## src/sdram_cmd_map.vh

```
// How it works
// - Clock enable is sampled each edge; previous and current levels pick transition.
// - Legality and action use the state before the edge and registered command.
// - Enable falling: idle+NOP power-down, idle+refresh self refresh, burst suspends.
// - Power-down exit with NOP reaches all-banks-idle by the next edge.
// - Self refresh exit reaches all-banks-idle after the exit time.
// - Suspend exit at edge n; next command is taken at edge n plus one.
// - Chip select high is inhibit; low with all strobes high is NOP.
// - Strobes decode to terminate, precharge, refresh, mode load, read, write, active.
// - Idle bank takes active, refresh, mode load, precharge; precharge acts as NOP.
// - Row-active bank takes read, write, and precharge of one or all banks.
// - Read burst takes read, write, terminate, or precharge that cuts it short.
// - Write burst takes read, write, terminate, or precharge that cuts it short.
// - Burst terminate acts on the latest burst unless it has auto precharge, whatever bank is addressed.
// - Reads and writes are taken with and without auto precharge alike.
// - Idle after precharge period; row active after activate delay, no access.
// - Bank goes idle after precharge period; row active after activate delay.
// - All idle after refresh cycle, mode load delay, or precharge-all period.
// - In suspend every edge up to the exit edge freezes commands, bank states and burst counters.
`ifndef SDRAM_CMD_MAP_VH
`define SDRAM_CMD_MAP_VH

// ----------------------------------------
// Timing
// ----------------------------------------
`define CLK_PERIOD_NS         100
`define PRECHARGE_PERIOD_NS   20
`define ACT_TO_ACCESS_NS      20
`define REFRESH_CYCLE_NS      70
`define MODE_LOAD_NS          20
`define SR_EXIT_NS            80
`define NS_TO_CYC(t) (((t)+`CLK_PERIOD_NS-1)/`CLK_PERIOD_NS)
`define PRECHARGE_CYC  `NS_TO_CYC(`PRECHARGE_PERIOD_NS)
`define ACT_TO_ACC_CYC `NS_TO_CYC(`ACT_TO_ACCESS_NS)
`define REFRESH_CYC    `NS_TO_CYC(`REFRESH_CYCLE_NS)
`define MODE_LOAD_CYC  `NS_TO_CYC(`MODE_LOAD_NS)
`define SR_EXIT_CYC    `NS_TO_CYC(`SR_EXIT_NS)

// ----------------------------------------
// Strobe codes {row, column, write}
// ----------------------------------------
`define CMD_NOP      3'h7
`define CMD_ACTIVE   3'h3
`define CMD_READ     3'h5
`define CMD_WRITE    3'h4
`define CMD_TERM     3'h6
`define CMD_PRE      3'h2
`define CMD_REFRESH  3'h1
`define CMD_LOADMODE 3'h0

// ----------------------------------------
// Bank states
// ----------------------------------------
`define BK_IDLE      3'h0
`define BK_ACTIVATE  3'h1
`define BK_ACTIVE    3'h2
`define BK_READ      3'h3
`define BK_WRITE     3'h4
`define BK_READ_AP   3'h5
`define BK_WRITE_AP  3'h6
`define BK_PRECHARGE 3'h7

// ----------------------------------------
// Global states
// ----------------------------------------
`define GS_NORMAL    3'h0
`define GS_REFRESH   3'h1
`define GS_MODELOAD  3'h2
`define GS_PRE_ALL   3'h3
`define GS_PWRDOWN   3'h4
`define GS_SELFREF   3'h5
`define GS_SR_EXIT   3'h6
`define GS_SUSPEND   3'h7

`endif

```

## src/sdram_state_command_decoder.v

```verilog
`timescale 1ns/1ps
`include "sdram_cmd_map.vh"

module sdram_state_command_decoder #(
   parameter BURST_LEN = 4,
   parameter TIMER_W   = 4
) (
   input  wire        clock,
   input  wire        sys_rst,
   input  wire        cke,
   input  wire        cs_n,
   input  wire        ras_n,
   input  wire        cas_n,
   input  wire        we_n,
   input  wire [1:0]  ba,
   input  wire        a10,
   output wire [11:0] bank_state,
   output reg  [2:0]  global_state,
   output reg         all_banks_idle,
   output reg         cmd_accepted,
   output reg         cmd_refused,
   output reg         internal_clock_run,
   output reg         burst_running,
   output reg  [1:0]  burst_bank
);

// ----------------------------------------
// Timer loads
// ----------------------------------------
// Full-width counts, cut to the timer width below; the burst count is cut to 8 bits
localparam [31:0]        N_PRE    = `PRECHARGE_CYC - 1;
localparam [31:0]        N_ACT    = `ACT_TO_ACC_CYC - 1;
localparam [31:0]        N_REF    = `REFRESH_CYC - 1;
localparam [31:0]        N_MODE   = `MODE_LOAD_CYC - 1;
localparam [31:0]        N_SRX    = `SR_EXIT_CYC - 1;
localparam [31:0]        N_BURST  = BURST_LEN - 1;
localparam [TIMER_W-1:0] LD_PRE   = N_PRE[TIMER_W-1:0];
localparam [TIMER_W-1:0] LD_ACT   = N_ACT[TIMER_W-1:0];
localparam [TIMER_W-1:0] LD_REF   = N_REF[TIMER_W-1:0];
localparam [TIMER_W-1:0] LD_MODE  = N_MODE[TIMER_W-1:0];
localparam [TIMER_W-1:0] LD_SRX   = N_SRX[TIMER_W-1:0];
localparam [7:0]         LD_BURST = N_BURST[7:0];

// ----------------------------------------
// Registered pins
// ----------------------------------------
// Pins come from the controller on this clock; no synchroniser
reg       cke_now;
reg       cke_prev;
reg       cs_r;
reg [2:0] code_r;
reg [1:0] ba_r;
reg       a10_r;

// Command registered at the edge
always @(posedge clock or posedge sys_rst) begin
   if (sys_rst) begin
      cke_now  <= 1'b1;
      cke_prev <= 1'b1;
      cs_r     <= 1'b1;
      code_r   <= `CMD_NOP;
      ba_r     <= 2'h0;
      a10_r    <= 1'b0;
   end else begin
      cke_prev <= cke_now;
      cke_now  <= cke;
      cs_r     <= cs_n;
      code_r   <= {ras_n, cas_n, we_n};
      ba_r     <= ba;
      a10_r    <= a10;
   end
end

// ----------------------------------------
// Decode
// ----------------------------------------
wire       nopish  = cs_r | (code_r == `CMD_NOP);
wire       c_act   = !cs_r && code_r == `CMD_ACTIVE;
wire       c_rd    = !cs_r && code_r == `CMD_READ;
wire       c_wr    = !cs_r && code_r == `CMD_WRITE;
wire       c_term  = !cs_r && code_r == `CMD_TERM;
wire       c_pre   = !cs_r && code_r == `CMD_PRE;
wire       c_ref   = !cs_r && code_r == `CMD_REFRESH;
wire       c_mode  = !cs_r && code_r == `CMD_LOADMODE;

// Current bank states seen by the central logic
wire [2:0] st0 = bank_state[2:0];
wire [2:0] st1 = bank_state[5:3];
wire [2:0] st2 = bank_state[8:6];
wire [2:0] st3 = bank_state[11:9];
wire [2:0] tgt = bank_state[3*ba_r +: 3];
wire [2:0] bst = bank_state[3*burst_bank +: 3];

// Bank may be precharged from this state
function pre_ok;
   input [2:0] s;
   begin
      pre_ok = s == `BK_IDLE || s == `BK_ACTIVE ||
               s == `BK_READ || s == `BK_WRITE;
   end
endfunction

// Whole-device and target-bank views of the bank states
wire idle_all = st0 == `BK_IDLE && st1 == `BK_IDLE &&
                st2 == `BK_IDLE && st3 == `BK_IDLE;
wire pre_all_ok = pre_ok(st0) && pre_ok(st1) &&
                  pre_ok(st2) && pre_ok(st3);
wire tgt_open = tgt == `BK_ACTIVE || tgt == `BK_READ ||
                tgt == `BK_WRITE;

// ----------------------------------------
// Legality per command
// ----------------------------------------
// Activate, read, write, single precharge: target bank; terminate: burst bank; others: all banks
wire ok_act  = c_act && tgt == `BK_IDLE;
wire ok_rw   = (c_rd || c_wr) && tgt_open;
wire ok_term = c_term && burst_running &&
               (bst == `BK_READ || bst == `BK_WRITE);
wire ok_pre1 = c_pre && !a10_r && pre_ok(tgt);
wire ok_preA = c_pre && a10_r && pre_all_ok;
wire ok_ref  = c_ref && idle_all;
wire ok_mode = c_mode && idle_all;

// Enable history qualifies every decision
wire normal  = global_state == `GS_NORMAL;
wire run_hh  = normal && cke_prev && cke_now;
wire fall    = normal && cke_prev && !cke_now;
wire sus_wr  = fall && burst_running && c_wr && ok_rw;

// Bank actions taken at this edge
wire do_act  = run_hh && ok_act;
wire do_rw   = (run_hh && ok_rw) || sus_wr;
wire do_term = run_hh && ok_term;
wire do_pre1 = run_hh && ok_pre1;
wire do_preA = run_hh && ok_preA;
wire freeze  = global_state == `GS_SUSPEND;

// Beats left in the latest burst
reg [7:0] burst_cnt;

// Latest burst ends without a new one replacing it
wire burst_last = burst_running && burst_cnt == 8'h00;
wire burst_cut  = do_term ||
                  (do_pre1 && ba_r == burst_bank) || do_preA;

// ----------------------------------------
// Burst tracker
// ----------------------------------------
// Most recent read or write burst
always @(posedge clock or posedge sys_rst) begin
   if (sys_rst) begin
      burst_running <= 1'b0;
      burst_bank    <= 2'h0;
      burst_cnt     <= 8'h00;
   end else if (freeze) begin
      burst_cnt <= burst_cnt;
   end else if (do_rw) begin
      burst_running <= 1'b1;
      burst_bank    <= ba_r;
      burst_cnt     <= LD_BURST;
   end else if (burst_running) begin
      if (burst_cut || burst_last)
         burst_running <= 1'b0;
      else
         burst_cnt <= burst_cnt - 8'h01;
   end
end

// ----------------------------------------
// Per-bank state machines
// ----------------------------------------
genvar i;
generate
   for (i = 0; i < 4; i = i + 1) begin : bank
      reg [2:0]         state;
      reg [TIMER_W-1:0] timer;
      wire mine  = ba_r == i;
      wire owner = burst_running && burst_bank == i;
      // Own burst ends: done, cut, or taken over by another bank
      wire ends  = owner && (burst_last || do_term ||
                   (do_rw && !mine));
      wire pre_me = (do_pre1 && mine) || do_preA;

      assign bank_state[3*i +: 3] = state;

      // Bank state and delay timer
      always @(posedge clock or posedge sys_rst) begin
         if (sys_rst) begin
            state <= `BK_IDLE;
            timer <= {TIMER_W{1'b0}};
         end else if (!freeze) begin
            case (state)
               `BK_IDLE: begin
                  if (do_act && mine) begin
                     state <= `BK_ACTIVATE;
                     timer <= LD_ACT;
                  end
               end
               `BK_ACTIVATE: begin
                  if (timer == {TIMER_W{1'b0}})
                     state <= `BK_ACTIVE;
                  else
                     timer <= timer - 1'b1;
               end
               `BK_PRECHARGE: begin
                  if (timer == {TIMER_W{1'b0}})
                     state <= `BK_IDLE;
                  else
                     timer <= timer - 1'b1;
               end
               `BK_READ_AP, `BK_WRITE_AP: begin
                  if (ends) begin
                     state <= `BK_PRECHARGE;
                     timer <= LD_PRE;
                  end
               end
               default: begin // Row active, read, write
                  if (pre_me) begin
                     state <= `BK_PRECHARGE;
                     timer <= LD_PRE;
                  end else if (do_rw && mine) begin
                     if (c_rd)
                        state <= a10_r ? `BK_READ_AP : `BK_READ;
                     else
                        state <= a10_r ? `BK_WRITE_AP : `BK_WRITE;
                  end else if (ends) begin
                     state <= `BK_ACTIVE;
                  end
               end
            endcase
         end
      end
   end
endgenerate

// ----------------------------------------
// Global state machine
// ----------------------------------------
reg [TIMER_W-1:0] gtimer;
reg [2:0]         next_global;
reg [TIMER_W-1:0] next_gtimer;
reg               next_ok;
reg               next_bad;

// Timer at zero marks the last cycle of a timed global state
wire gdone = gtimer == {TIMER_W{1'b0}};
wire bank_ok = ok_act || ok_rw || ok_term || ok_pre1 || ok_preA;

// Enable history plus command pick the next global state
always @* begin
   next_global = global_state;
   next_gtimer = gtimer;
   next_ok     = 1'b0;
   next_bad    = 1'b0;
   case (global_state)
      `GS_NORMAL: begin
         if (!cke_prev) begin
            next_ok = nopish;
         end else if (cke_now) begin
            if (nopish) begin
               next_ok = 1'b1;
            end else if (ok_ref) begin
               next_global = `GS_REFRESH;
               next_gtimer = LD_REF;
               next_ok     = 1'b1;
            end else if (ok_mode) begin
               next_global = `GS_MODELOAD;
               next_gtimer = LD_MODE;
               next_ok     = 1'b1;
            end else if (ok_preA) begin
               next_global = `GS_PRE_ALL;
               next_gtimer = LD_PRE;
               next_ok     = 1'b1;
            end else begin
               next_ok  = bank_ok;
               next_bad = !bank_ok;
            end
         end else if (idle_all && nopish) begin
            next_global = `GS_PWRDOWN;
            next_ok     = 1'b1;
         end else if (idle_all && ok_ref) begin
            next_global = `GS_SELFREF;
            next_ok     = 1'b1;
         end else if (burst_running && (nopish || sus_wr)) begin
            next_global = `GS_SUSPEND;
            next_ok     = 1'b1;
         end else begin
            next_bad = 1'b1;
         end
      end
      `GS_REFRESH, `GS_MODELOAD, `GS_PRE_ALL: begin
         next_bad = !nopish;
         if (gdone)
            next_global = `GS_NORMAL;
         else
            next_gtimer = gtimer - 1'b1;
      end
      `GS_PWRDOWN: begin
         if (cke_now && !cke_prev && nopish) begin
            next_global = `GS_NORMAL;
            next_ok     = 1'b1;
         end
      end
      `GS_SELFREF: begin
         if (cke_now && !cke_prev && nopish) begin
            next_global = `GS_SR_EXIT;
            next_gtimer = LD_SRX;
            next_ok     = 1'b1;
         end
      end
      `GS_SR_EXIT: begin
         next_bad = !nopish;
         if (gdone)
            next_global = `GS_NORMAL;
         else
            next_gtimer = gtimer - 1'b1;
      end
      default: begin // Clock suspend
         if (cke_now)
            next_global = `GS_NORMAL;
      end
   endcase
end

// Global state register and status pulses
always @(posedge clock or posedge sys_rst) begin
   if (sys_rst) begin
      global_state       <= `GS_NORMAL;
      gtimer             <= {TIMER_W{1'b0}};
      cmd_accepted       <= 1'b0;
      cmd_refused        <= 1'b0;
      all_banks_idle     <= 1'b1;
      internal_clock_run <= 1'b1;
   end else begin
      global_state       <= next_global;
      gtimer             <= next_gtimer;
      cmd_accepted       <= next_ok;
      cmd_refused        <= next_bad;
      all_banks_idle     <= idle_all && normal;
      internal_clock_run <= next_global != `GS_SUSPEND;
   end
end

endmodule // sdram_state_command_decoder

```

## config.mk

```make
export PLATFORM = sky130hd
export DESIGN_NAME = sdram_state_command_decoder
export DESIGN_NICKNAME = d
export VERILOG_FILES = /design/src/sdram_state_command_decoder.v
export VERILOG_INCLUDE_DIRS = /design/src
export SDC_FILE = /design/constraint.sdc
export NUM_CORES = 1
export LEC_CHECK = 0
export BUFFER_PORTS_ARGS = -buffer_cell sky130_fd_sc_hd__buf_4
export CAP_MARGIN = 20
export CORE_MARGIN = 3
export CORE_UTILIZATION = 60
export CTS_BUF_LIST = sky130_fd_sc_hd__clkbuf_4
export CTS_CLUSTER_DIAMETER = 80
export CTS_CLUSTER_SIZE = 25
export DETAILED_ROUTE_END_ITERATION = 8
export PLACE_DENSITY = 0.89
export SYNTH_ARGS = -nofsm -noshare
export SYNTH_HDL_FRONTEND = slang
export SYNTH_SLANG_ARGS = --single-unit
```

## constraint.sdc

```tcl
create_clock -name clock -period 3.2 [get_ports clock]
set_clock_uncertainty 0.05 [all_clocks]
set_input_delay 0.48 -clock clock [delete_from_list [all_inputs] [get_ports clock]]
set_output_delay 0.48 -clock clock [all_outputs]
set_load 0.005 [all_outputs]
```

==> impl_metrics.csv, run 1 <==
group,metric,value,unit
outcome,status,"finished, final reports clean",
worst_setup_path,cp-endpoint,"bank[1].state[2]",
power,vdd_drop_max,0.453,mV
worst_setup_path,worst_ep_required_time,3.45,ns
worst_setup_path,crit_arrival,3.32,ns
sta,slew_viol_final,0,
yosys,synthFlopType,"dfrtp_1",
sta,setup_viol,0,
yosys,yosys_warnings,0,
power,leakagePower,2.00,nW
drt,wl,11000,um
worst_setup_path,crit_start,"code_r[1]",
yosys,syn_nets,515,
yosys,synth_edf_count,0,
floorplan,die_h,89.9,um
clocking,htreeDepth,3,
worst_setup_path,critPathMaxFanout,8,
yosys,netlist_area,0.00423,mm2
drt,viasPerCell,6.41,
floorplan,die-area,0.00808,mm2
clocking,clk_pin_slew_worst_paths,0.10,ns
sta,holdWs,0.108,ns
drt,met3_length,888,um
sta,hold_violations,0,
min_path,min_from,"ras_n",
grt,grt.total_usage,0.277,
floorplan,ios,32,
worst_setup_path,r2r-end,"bank[1].state[2]",
clocking,cts.sinks,59,
drt,wl_per_cell,17.2,um
floorplan,initial_utilization,0.643,
clocking,tritoncts,"yes",
sta,relSlewSlack,0.519,
clocking,clock_latency,0.43,ns
cells_and_area,drive_above_1_share,0.221,
sta,period_share,0.960,
grt,overflow,0,
yosys,syn_inst,498,
drt,met2_length,5280,um
worst_setup_path,cp-end-kind,"register",
drt,drcViolationCount,0,
cells_and_area,filler_cell_count,484,
min_path,hold_depth,1,
drt,num_vias,4105,
drt,ant_nets,0,
floorplan,core_area,0.00657,mm2
yosys,async_flop_share,1.00,
drt,first_pass_iters,6,
floorplan,rows,29,
placed_design,pre_cts_slack,0.126,ns
cells_and_area,syn2layout_area_growth,15.0,%
sta,min_period,3.07,ns
power,power.density,776,mW/mm2
run,cap_violations,0,
cells_and_area,final_cell_area,0.00486,mm2
drt,dr.max_layer_used,"met4",
worst_setup_path,reg2reg_from,"code_r[1]",
cells_and_area,diodes,0,
worst_setup_path,rrSetupSlack,0.13,ns
sta,tightest_slew,0.722,ns
worst_setup_path,ff2ff_path_depth,9,
clocking,cts_made_buffers,9,
worst_setup_path,path_class,"reg -> reg",
yosys,ys_seq_elements,59,
yosys,synth-seq-area-share,0.352,
sta,fmax,326,MHz
drt,m1WireLength,4450,um
sta,setup_tns,0,ns
drt,first_iter_violations,464,
yosys,syn_area_per_cell,8.48,um2
sta,setup_slack,0.129,ns
placed_design,place_congestion,1.01,
min_path,hp-class,"in -> reg",
placed_design,port_buffers,31,
clocking,cts-root-buf,"clkbuf_4",
clocking,cts_hold_buffers,0,
floorplan,die_x,89.9,um
sta,rsz0062_at_grt,"false",
grt,grt_max_degree,60,
grt,antenna_found_initial,0,
clocking,clock_path_buffers,2,
yosys,synth.distinct_cells,71,
placed_design,dpl_cell_area,0.00464,mm2
placed_design,dp_hpwl,7910,um
worst_setup_path,startpoint_type,"register",
grt,grt_pass1_vias,3850,
cells_and_area,nets,559,
grt,grt_pass1_wl,18400,um
==> worst min-delay path by stage <==
| stage | to | slack (ns) |
|---|---|---|
| floorplan | cke_prev | 0.30 |
| global placement | cke_prev | 0.37 |
| detailed placement | cke_prev | 0.37 |
| CTS | code_r[2] | 0.1 |
| global route | code_r[1] | 0.08 |
| finish | code_r[2] | 0.11 |
==> worst max-delay path: stages, from the launching register on <==
cell and delay [ns]:
dfstp_2 0.59, or4b_4 0.49, a211o_1 0.28, or4_4 0.63, buf_4 0.17, o211ai_1 0.11
o311ai_2 0.12, buf_4 0.18, o31ai_1 0.21, a211oi_1 0.11
==> cells in the final DEF (no fill, tap or decap), types with 3 or more instances in the layout <==
master,instances
buf_4,63
nor2_1,49
dfrtp_1,49
nand2_1,46
o21ai_0,36
a21oi_1,26
inv_1,20
nor3_1,17
nand2b_1,16
nand3_1,16
o211ai_1,14
clkbuf_4,11
o31ai_1,10
xor2_1,8
nor2b_1,8
dfstp_2,8
xnor2_1,7
nand3b_1,7
ha_1,7
nor4_1,6
mux4_2,6
a211o_1,6
o21ai_1,6
nand4_1,6
o2111ai_1,5
a31oi_1,5
or3_1,4
o21bai_1,4
o21a_1,4
a211oi_1,4
mux2i_1,4
and2_1,3
or2_1,3
or3b_2,3
a22o_1,3
and3_1,3
==> final cells by class <==
type                       instances  area (um2)  area share
clock buffer                      11        82.6      0.0170
clock inverter                     5        53.8      0.0111
inverter                          21        78.8      0.0162
multi-input combinational        388        2570       0.528
sequential                        59        1490       0.306
tap                               93         116      0.0239
timing repair buffer              63         473      0.0973
==> per-layer routing <==
metal  track usage  up-vias
li1              -     1917
met1         0.350     1931
met2         0.456      206
met3        0.0626       51
met4         0.119        0
met5             0        -
==> through the flow <==
step / total power [mW] / utilization / instances
floorplan: 2.58 / - / 498
global placement: 3.06 / 0.706 / 619
detailed placement: 3.17 / 0.706 / 619
CTS: 3.72 / 0.727 / 635
global route: 4.08 / 0.740 / 640
finish: 3.77 / 0.740 / 640
==> registers in the layout (all words and copies together) (netlist names) <==
| signal | flops |
|---|---|
| burst_cnt | 8 |
| cke_prev | 1 |
| cmd_refused | 1 |
| all_banks_idle | 1 |
| bank.state | 12 |
| internal_clock_run | 1 |
| burst_running | 1 |
| burst_bank | 2 |
| a10_r | 1 |
| cmd_accepted | 1 |
| global_state | 3 |
| code_r | 3 |
| cke_now | 1 |
| bank.timer | 16 |
| cs_r | 1 |
| gtimer | 4 |
| ba_r | 2 |
==> power by group <==
part / total (mW) / internal, mW / switching, mW
clock: 0.539 / 0.252 / 0.288
combinational: 2.00 / 0.889 / 1.11
sequential: 1.23 / 0.976 / 0.257
total: 3.77 / 2.12 / 1.66
==> cell families after synthesis <==
logic type,Yosys count,synth area share
muxes,11,0.0441
AOI/OAI and AO/OA,146,0.241
and+or+nand+nor,208,0.258
xor gates and xnor gates,15,0.0311
DFF,59,0.352
adders and majority gates,7,0.0207
buffers and inverters,52,0.0530
==> timing repair <==
| item | in CTS | in global routing |
|---|---|---|
| gates resized for setup | 0 | 9 |
| buffers inserted | 0 | 4 |
| setup endpoints to repair | 0 | 18 |
| endpoints found under the hold margin | 0 | 0 |
==> Yosys cell counts (all sizes together), types with 4 or more instances <==
master   number  area share
buf           8       0.014
nand3b        7       0.012
o2111ai       5       0.010
or4           4      0.0083
o21a          4      0.0071
xnor2         7       0.015
mux2i         4      0.0095
ha            7       0.021
nor4          7       0.012
nand2b       16       0.024
mux4          6       0.032
nand3        16       0.019
a211o         6       0.012
o211ai       15       0.030
nand2        46       0.041
nand4         6      0.0089
xor2          8       0.017
o21ai        43       0.052
inv          21       0.019
dfrtp        51        0.30
o31ai        12       0.023
nor2b         9       0.013
or2           6      0.0089
dfstp         8       0.050
a211oi        5       0.012
or3           5      0.0077
clkbuf       23       0.020
a31oi         6      0.0089
nor2         49       0.044
a21oi        26       0.031
o21bai        4      0.0071
nor3         17       0.020
No activity file was read; power rests on OpenSTA's default activity.
==> inputs of run 2 (changes only) <==
--- a/config.mk
+++ b/config.mk
@@ -15,6 +15,7 @@
 export CTS_CLUSTER_SIZE = 25
 export DETAILED_ROUTE_END_ITERATION = 8
 export PLACE_DENSITY = 0.89
+export RECOVER_POWER = 25
 export SYNTH_ARGS = -nofsm -noshare
 export SYNTH_HDL_FRONTEND = slang
 export SYNTH_SLANG_ARGS = --single-unit
==> run 2 against run 1 <==
Maximum frequency is 0.56% lower. Largest cell class unchanged. Register-to-register slack got worse by 0.02 ns. Largest power group unchanged. Utilization about the same. Sequential share of layout area about the same. Power about the same. Clock-buffer cell count unchanged. Critical endpoint unchanged. Wire length is 0.92% higher. Final cell count unchanged.
==> impl_metrics.csv, run 2 (synthesis results as in run 1) <==
group,metric,value,unit
grt,grt.total_usage,0.277,
cells_and_area,final_common_cell,"buf_4",
clocking,htreeDepth,3,
cells_and_area,regMostFlops,"bank.timer",
sta,rsz0062_at_grt,"false",
drt,first_iter_violations,471,
placed_design,port_buffers,31,
cells_and_area,layout_common_cells,"buf_4 (53), nor2_1 (49), dfrtp_1 (49)",
min_path,hp-class,"in -> reg",
floorplan,initial_utilization,0.643,
floorplan,rows,29,
floorplan,die_h,89.9,um
worst_setup_path,startpoint_type,"register",
power,vdd_drop_max,0.453,mV
placed_design,dpl_cell_area,0.00464,mm2
placed_design,dp_hpwl,7910,um
grt,grt_pass1_wl,18400,um
power,leakagePower,2.00,nW
worst_setup_path,path_class,"reg -> reg",
cells_and_area,nets,559,
sta,min_period,3.09,ns
grt,antenna_found_initial,0,
cells_and_area,final_cell_area,0.00486,mm2
drt,viasPerCell,6.44,
power,power.density,777,mW/mm2
cells_and_area,largest_register_ffs,16,
run,cap_violations,0,
grt,grt_pass1_vias,3850,
sta,tightest_slew,1.43,ns
floorplan,core_area,0.00657,mm2
outcome,status,"finished, final reports clean",
clocking,cts_made_buffers,9,
floorplan,ios,32,
sta,fmax,324,MHz
clocking,cts_hold_buffers,0,
floorplan,die-area,0.00808,mm2
drt,first_pass_iters,5,
drt,num_vias,4124,
clocking,tritoncts,"yes",
sta,holdWs,0.105,ns
cells_and_area,syn2layout_area_growth,15.0,%
sta,hold_violations,0,
clocking,clock_path_buffers,2,
drt,drcViolationCount,0,
placed_design,pre_cts_slack,0.126,ns
clocking,clock_latency,0.43,ns
sta,setup_tns,0,ns
cells_and_area,drive_above_1_share,0.218,
worst_setup_path,critPathMaxFanout,8,
placed_design,place_congestion,1.01,
clocking,cts.sinks,59,
worst_setup_path,critPathMaxStageDelay,0.63,ns
drt,ant_nets,0,
floorplan,die_x,89.9,um
worst_setup_path,critPathSlowestCell,"or4_4",
drt,wl,11100,um
clocking,cts-root-buf,"clkbuf_4",
sta,setup_viol,0,
cells_and_area,diodes,0,
sta,slew_viol_final,0,
worst_setup_path,path_cells,"or4b_4, a211o_1, or4_4, buf_4, o211ai_1, o311ai_2, buf_4, o31ai_1, a211oi_1",
worst_setup_path,worst_ep_required_time,3.45,ns
sta,relSlewSlack,0.0449,
sta,period_share,0.965,
grt,grt_max_degree,60,
cells_and_area,largest_registers,"bank.timer x16, bank.state x12, burst_cnt x8",
worst_setup_path,crit_arrival,3.34,ns
sta,setup_slack,0.112,ns
worst_setup_path,path_common_cell,"buf_4",
drt,wl_per_cell,17.4,um
clocking,clk_pin_slew_worst_paths,0.10,ns
worst_setup_path,cp-end-kind,"register",
grt,overflow,0,
[run 2: cell types whose count changed in the layout (fill, tap and decap cells not counted)]
cell,delta
dfstp_1,+1
inv_2,-1
buf_4,-10
clkbuf_2,+1
clkbuf_4,+9
inv_1,+1
dfstp_2,-1
[run 2: power breakdown]
part           total (mW)  leakage [nW]  switching (mW)  internal, mW
Combinational        2.00          1.20            1.11         0.888
Clock               0.542        0.0705           0.290         0.252
Sequential           1.23         0.733           0.258         0.975
[run 2: path summary, 6_finish.rpt]
path / cells after the start / from / slack (ns) / endpoint
worst max-delay path: 9 / code_r[1] / 0.11 / bank[1].state[2]
worst min-delay path: 1 / ras_n / 0.10 / code_r[2]
worst max register to register: 9 / code_r[1] / 0.11 / bank[1].state[2]
worst min register to register: 2 / bank[0].timer[1] / 0.47 / bank[0].timer[1]
max in group asynchronous: 3 / sys_rst / 1.64 / burst_bank[0]
min in group asynchronous: 3 / sys_rst / 0.50 / gtimer[3]
[run 2: area by class of cell]
| cell class | count | area [um2] |
|---|---|---|
| Clock buffer | 11 | 82.6 |
| Clock inverter | 5 | 53.8 |
| Fill cell | 483 | 1710 |
| Inverter | 21 | 78.8 |
| Multi-Input combinational cell | 388 | 2570 |
| Sequential cell | 59 | 1490 |
| Tap cell | 93 | 116 |
| Timing Repair Buffer | 63 | 470 |
[run 2: metrics by stage]
stage,utilization,instances,power [mW]
3_5_place_dp,0.706,619,3.17
6_report,0.740,640,3.77
5_1_grt,0.740,640,4.08
3_3_place_gp,0.706,619,3.06
2_1_floorplan,-,498,2.58
4_1_cts,0.727,635,3.72
[run 2: timing repair]
| item | CTS | global route |
|---|---|---|
| buffers inserted | 0 | 4 |
| gates resized for setup | 0 | 9 |
| setup endpoints to repair | 0 | 18 |
| hold endpoints to repair | 0 | 0 |
[run 2: layer usage]
metal	global-route usage	vias up	share of wire
li1	-	1919	-
met4	0.119	0	0.033
met1	0.350	1938	0.41
met2	0.456	214	0.48
met3	0.0626	53	0.082
met5	0	-	0
[run 2: critical path: cells and delay by family, from the launching register on]
| kind | cells | cell delay (ns) |
|---|---|---|
| buffers and inverters | 2 | 0.35 |
| and+or+nand+nor | 2 | 1.13 |
| DFF | 1 | 0.60 |
| AOI/OAI and AO/OA | 5 | 0.84 |
==> inputs of run 3 (changes only) <==
==> constraint.sdc (replaced) <==
create_clock -name clock -period 3.3 [get_ports clock]
set_clock_uncertainty 0.05 [all_clocks]
set_input_delay 0.495 -clock clock [delete_from_list [all_inputs] [get_ports clock]]
set_output_delay 0.495 -clock clock [all_outputs]
set_load 0.005 [all_outputs]
==> run 3 against run 2 <==
Non-clock buffer count shrank 9. Clock power grew 9.4%. Sequential share of layout area grew 0.49 points.
==> impl_metrics.csv, run 3 (synthesis results as in run 1) <==
group,metric,value,unit
worst_setup_path,crit_arrival,3.37,ns
cells_and_area,final_common_cell,"dfrtp_1",
grt,grt_pass1_wl,17800,um
sta,fmax,319,MHz
drt,first_iter_violations,446,
sta,slew_viol_final,0,
sta,rsz0062_at_grt,"false",
drt,wl_per_cell,16.6,um
placed_design,place_congestion,1.02,
sta,hold_violations,0,
floorplan,die_x,89.9,um
sta,min_period,3.14,ns
outcome,status,"finished, final reports clean",
cells_and_area,largest_register_ffs,16,
run,cap_violations,0,
sta,setup_tns,0,ns
floorplan,ios,32,
power,power_frac_comb,0.510,
clocking,cts.sinks,59,
drt,wl,10500,um
power,pwr-share-clk,0.162,
power,p_int,2.08,mW
clocking,clock_latency,0.42,ns
clocking,cts_hold_buffers,0,
clocking,htreeDepth,3,
cells_and_area,syn2layout_area_growth,13.0,%
clocking,clock_path_buffers,2,
power,power.density,767,mW/mm2
sta,relSlewSlack,0.0336,
power,seqPwrFrac,0.328,
cells_and_area,layout_common_cells,"dfrtp_1 (51), nor2_1 (49), nand2_1 (46)",
grt,overflow,0,
floorplan,initial_utilization,0.643,
placed_design,port_buffers,31,
worst_setup_path,worst_ep_required_time,3.54,ns
cells_and_area,drive_above_1_share,0.190,
drt,first_pass_iters,6,
grt,grt_pass1_vias,3695,
worst_setup_path,critPathMaxFanout,10,
sta,holdWs,0.122,ns
cells_and_area,diodes,0,
clocking,cts_made_buffers,9,
worst_setup_path,startpoint_type,"register",
floorplan,die_h,89.9,um
cells_and_area,largest_registers,"bank.timer x16, bank.state x12, burst_cnt x8",
drt,num_vias,4053,
grt,grt.total_usage,0.266,
sta,period_share,0.950,
worst_setup_path,ff2ff_path_depth,8,
floorplan,rows,29,
clocking,clk_pin_slew_worst_paths,0.11,ns
placed_design,dp_hpwl,7630,um
sta,tightest_slew,1.45,ns
worst_setup_path,path_class,"reg -> reg",
power,vdd_drop_max,0.448,mV
drt,ant_nets,0,
floorplan,die-area,0.00808,mm2
power,p_sw,1.58,mW
cells_and_area,nets,549,
sta,setup_viol,0,
worst_setup_path,cp-end-kind,"register",
power,switching_share,0.432,
cells_and_area,regMostFlops,"bank.timer",
power,leakagePower,1.97,nW
floorplan,core_area,0.00657,mm2
drt,viasPerCell,6.43,
min_path,hold_depth,1,
grt,antenna_found_initial,0,
clocking,tritoncts,"yes",
grt,grt_max_degree,60,
drt,drcViolationCount,0,
clocking,cts-root-buf,"clkbuf_4",
min_path,hp-class,"in -> reg",
run 3: changes by cell type in the layout (fill, tap and decap cells not counted), sizes merged:
cell / before / now
buf: 53 / 44
clkbuf: 21 / 19
clkinv: 2 / 4
bufinv: 1 / 2
clkinvlp: 2 / 1
or4: 5 / 4
run 3: timing repair:
action                                  in CTS  in global routing
setup buffers                                0                  0
resized for setup                            0                  2
endpoints found under the hold margin        0                  0
endpoints found under the setup margin       0                  3
run 3: metal layers:
metal / GRT usage / up-vias / wire length (um)
met1: 0.349 / 1952 / 4360
met5: 0 / - / 0
li1: - / 1899 / -
met3: 0.0426 / 28 / 768
met2: 0.440 / 174 / 5080
met4: 0.110 / 0 / 248
run 3: worst paths after layout:
path                          startpoint          endpoint  slack (ns)
setup / recovery           burst_bank[0]  bank[1].state[1]        0.16
hold / removal                      we_n         code_r[0]        0.12
setup reg to reg           burst_bank[0]  bank[1].state[1]        0.16
hold reg to reg                  cke_now          cke_prev        0.46
max in group asynchronous        sys_rst  bank[2].state[0]        1.82
min in group asynchronous        sys_rst             a10_r        0.51
run 3: stage by stage:
step            util  total power [mW]  cells  worst slack (ns)  cell area [um2]
2_1_floorplan      -              2.50    498             0.397             4230
3_3_place_gp   0.701              2.96    614             0.223             4600
3_5_place_dp   0.701              3.04    614             0.198             4600
4_1_cts        0.725              3.65    630             0.193             4760
5_1_grt        0.727              3.95    630          0.000225             4770
6_report       0.727              3.66    630             0.164             4770
run 3: layout make-up:
type,count,area [um2]
Clock buffer,9,67.6
Tap cell,93,116
Timing Repair Buffer,54,403
Clock inverter,7,92.6
Inverter,21,78.8
Sequential cell,59,1490
Fill cell,485,1790
Multi-Input combinational cell,387,2530
run 3: power by group through the flow:
stage / Sequential (mW) / Clock (mW) / Combinational, mW
detailed placement: 1.21 / 0 / 1.84
CTS: 1.19 / 0.605 / 1.85
global route: 1.24 / 0.637 / 2.08
finish: 1.20 / 0.593 / 1.87
floorplan: 1.12 / 0 / 1.38
global placement: 1.19 / 0 / 1.76
run 3: critical path, stage by stage, from the launching register on:
cell and delay, ns:
dfrtp_1 0.58, mux4_2 0.57, and3b_1 0.21, o211ai_1 0.38, and2_1 0.29, nor2_1 0.09
o311ai_2 0.51, mux2i_1 0.24, o211ai_1 0.10
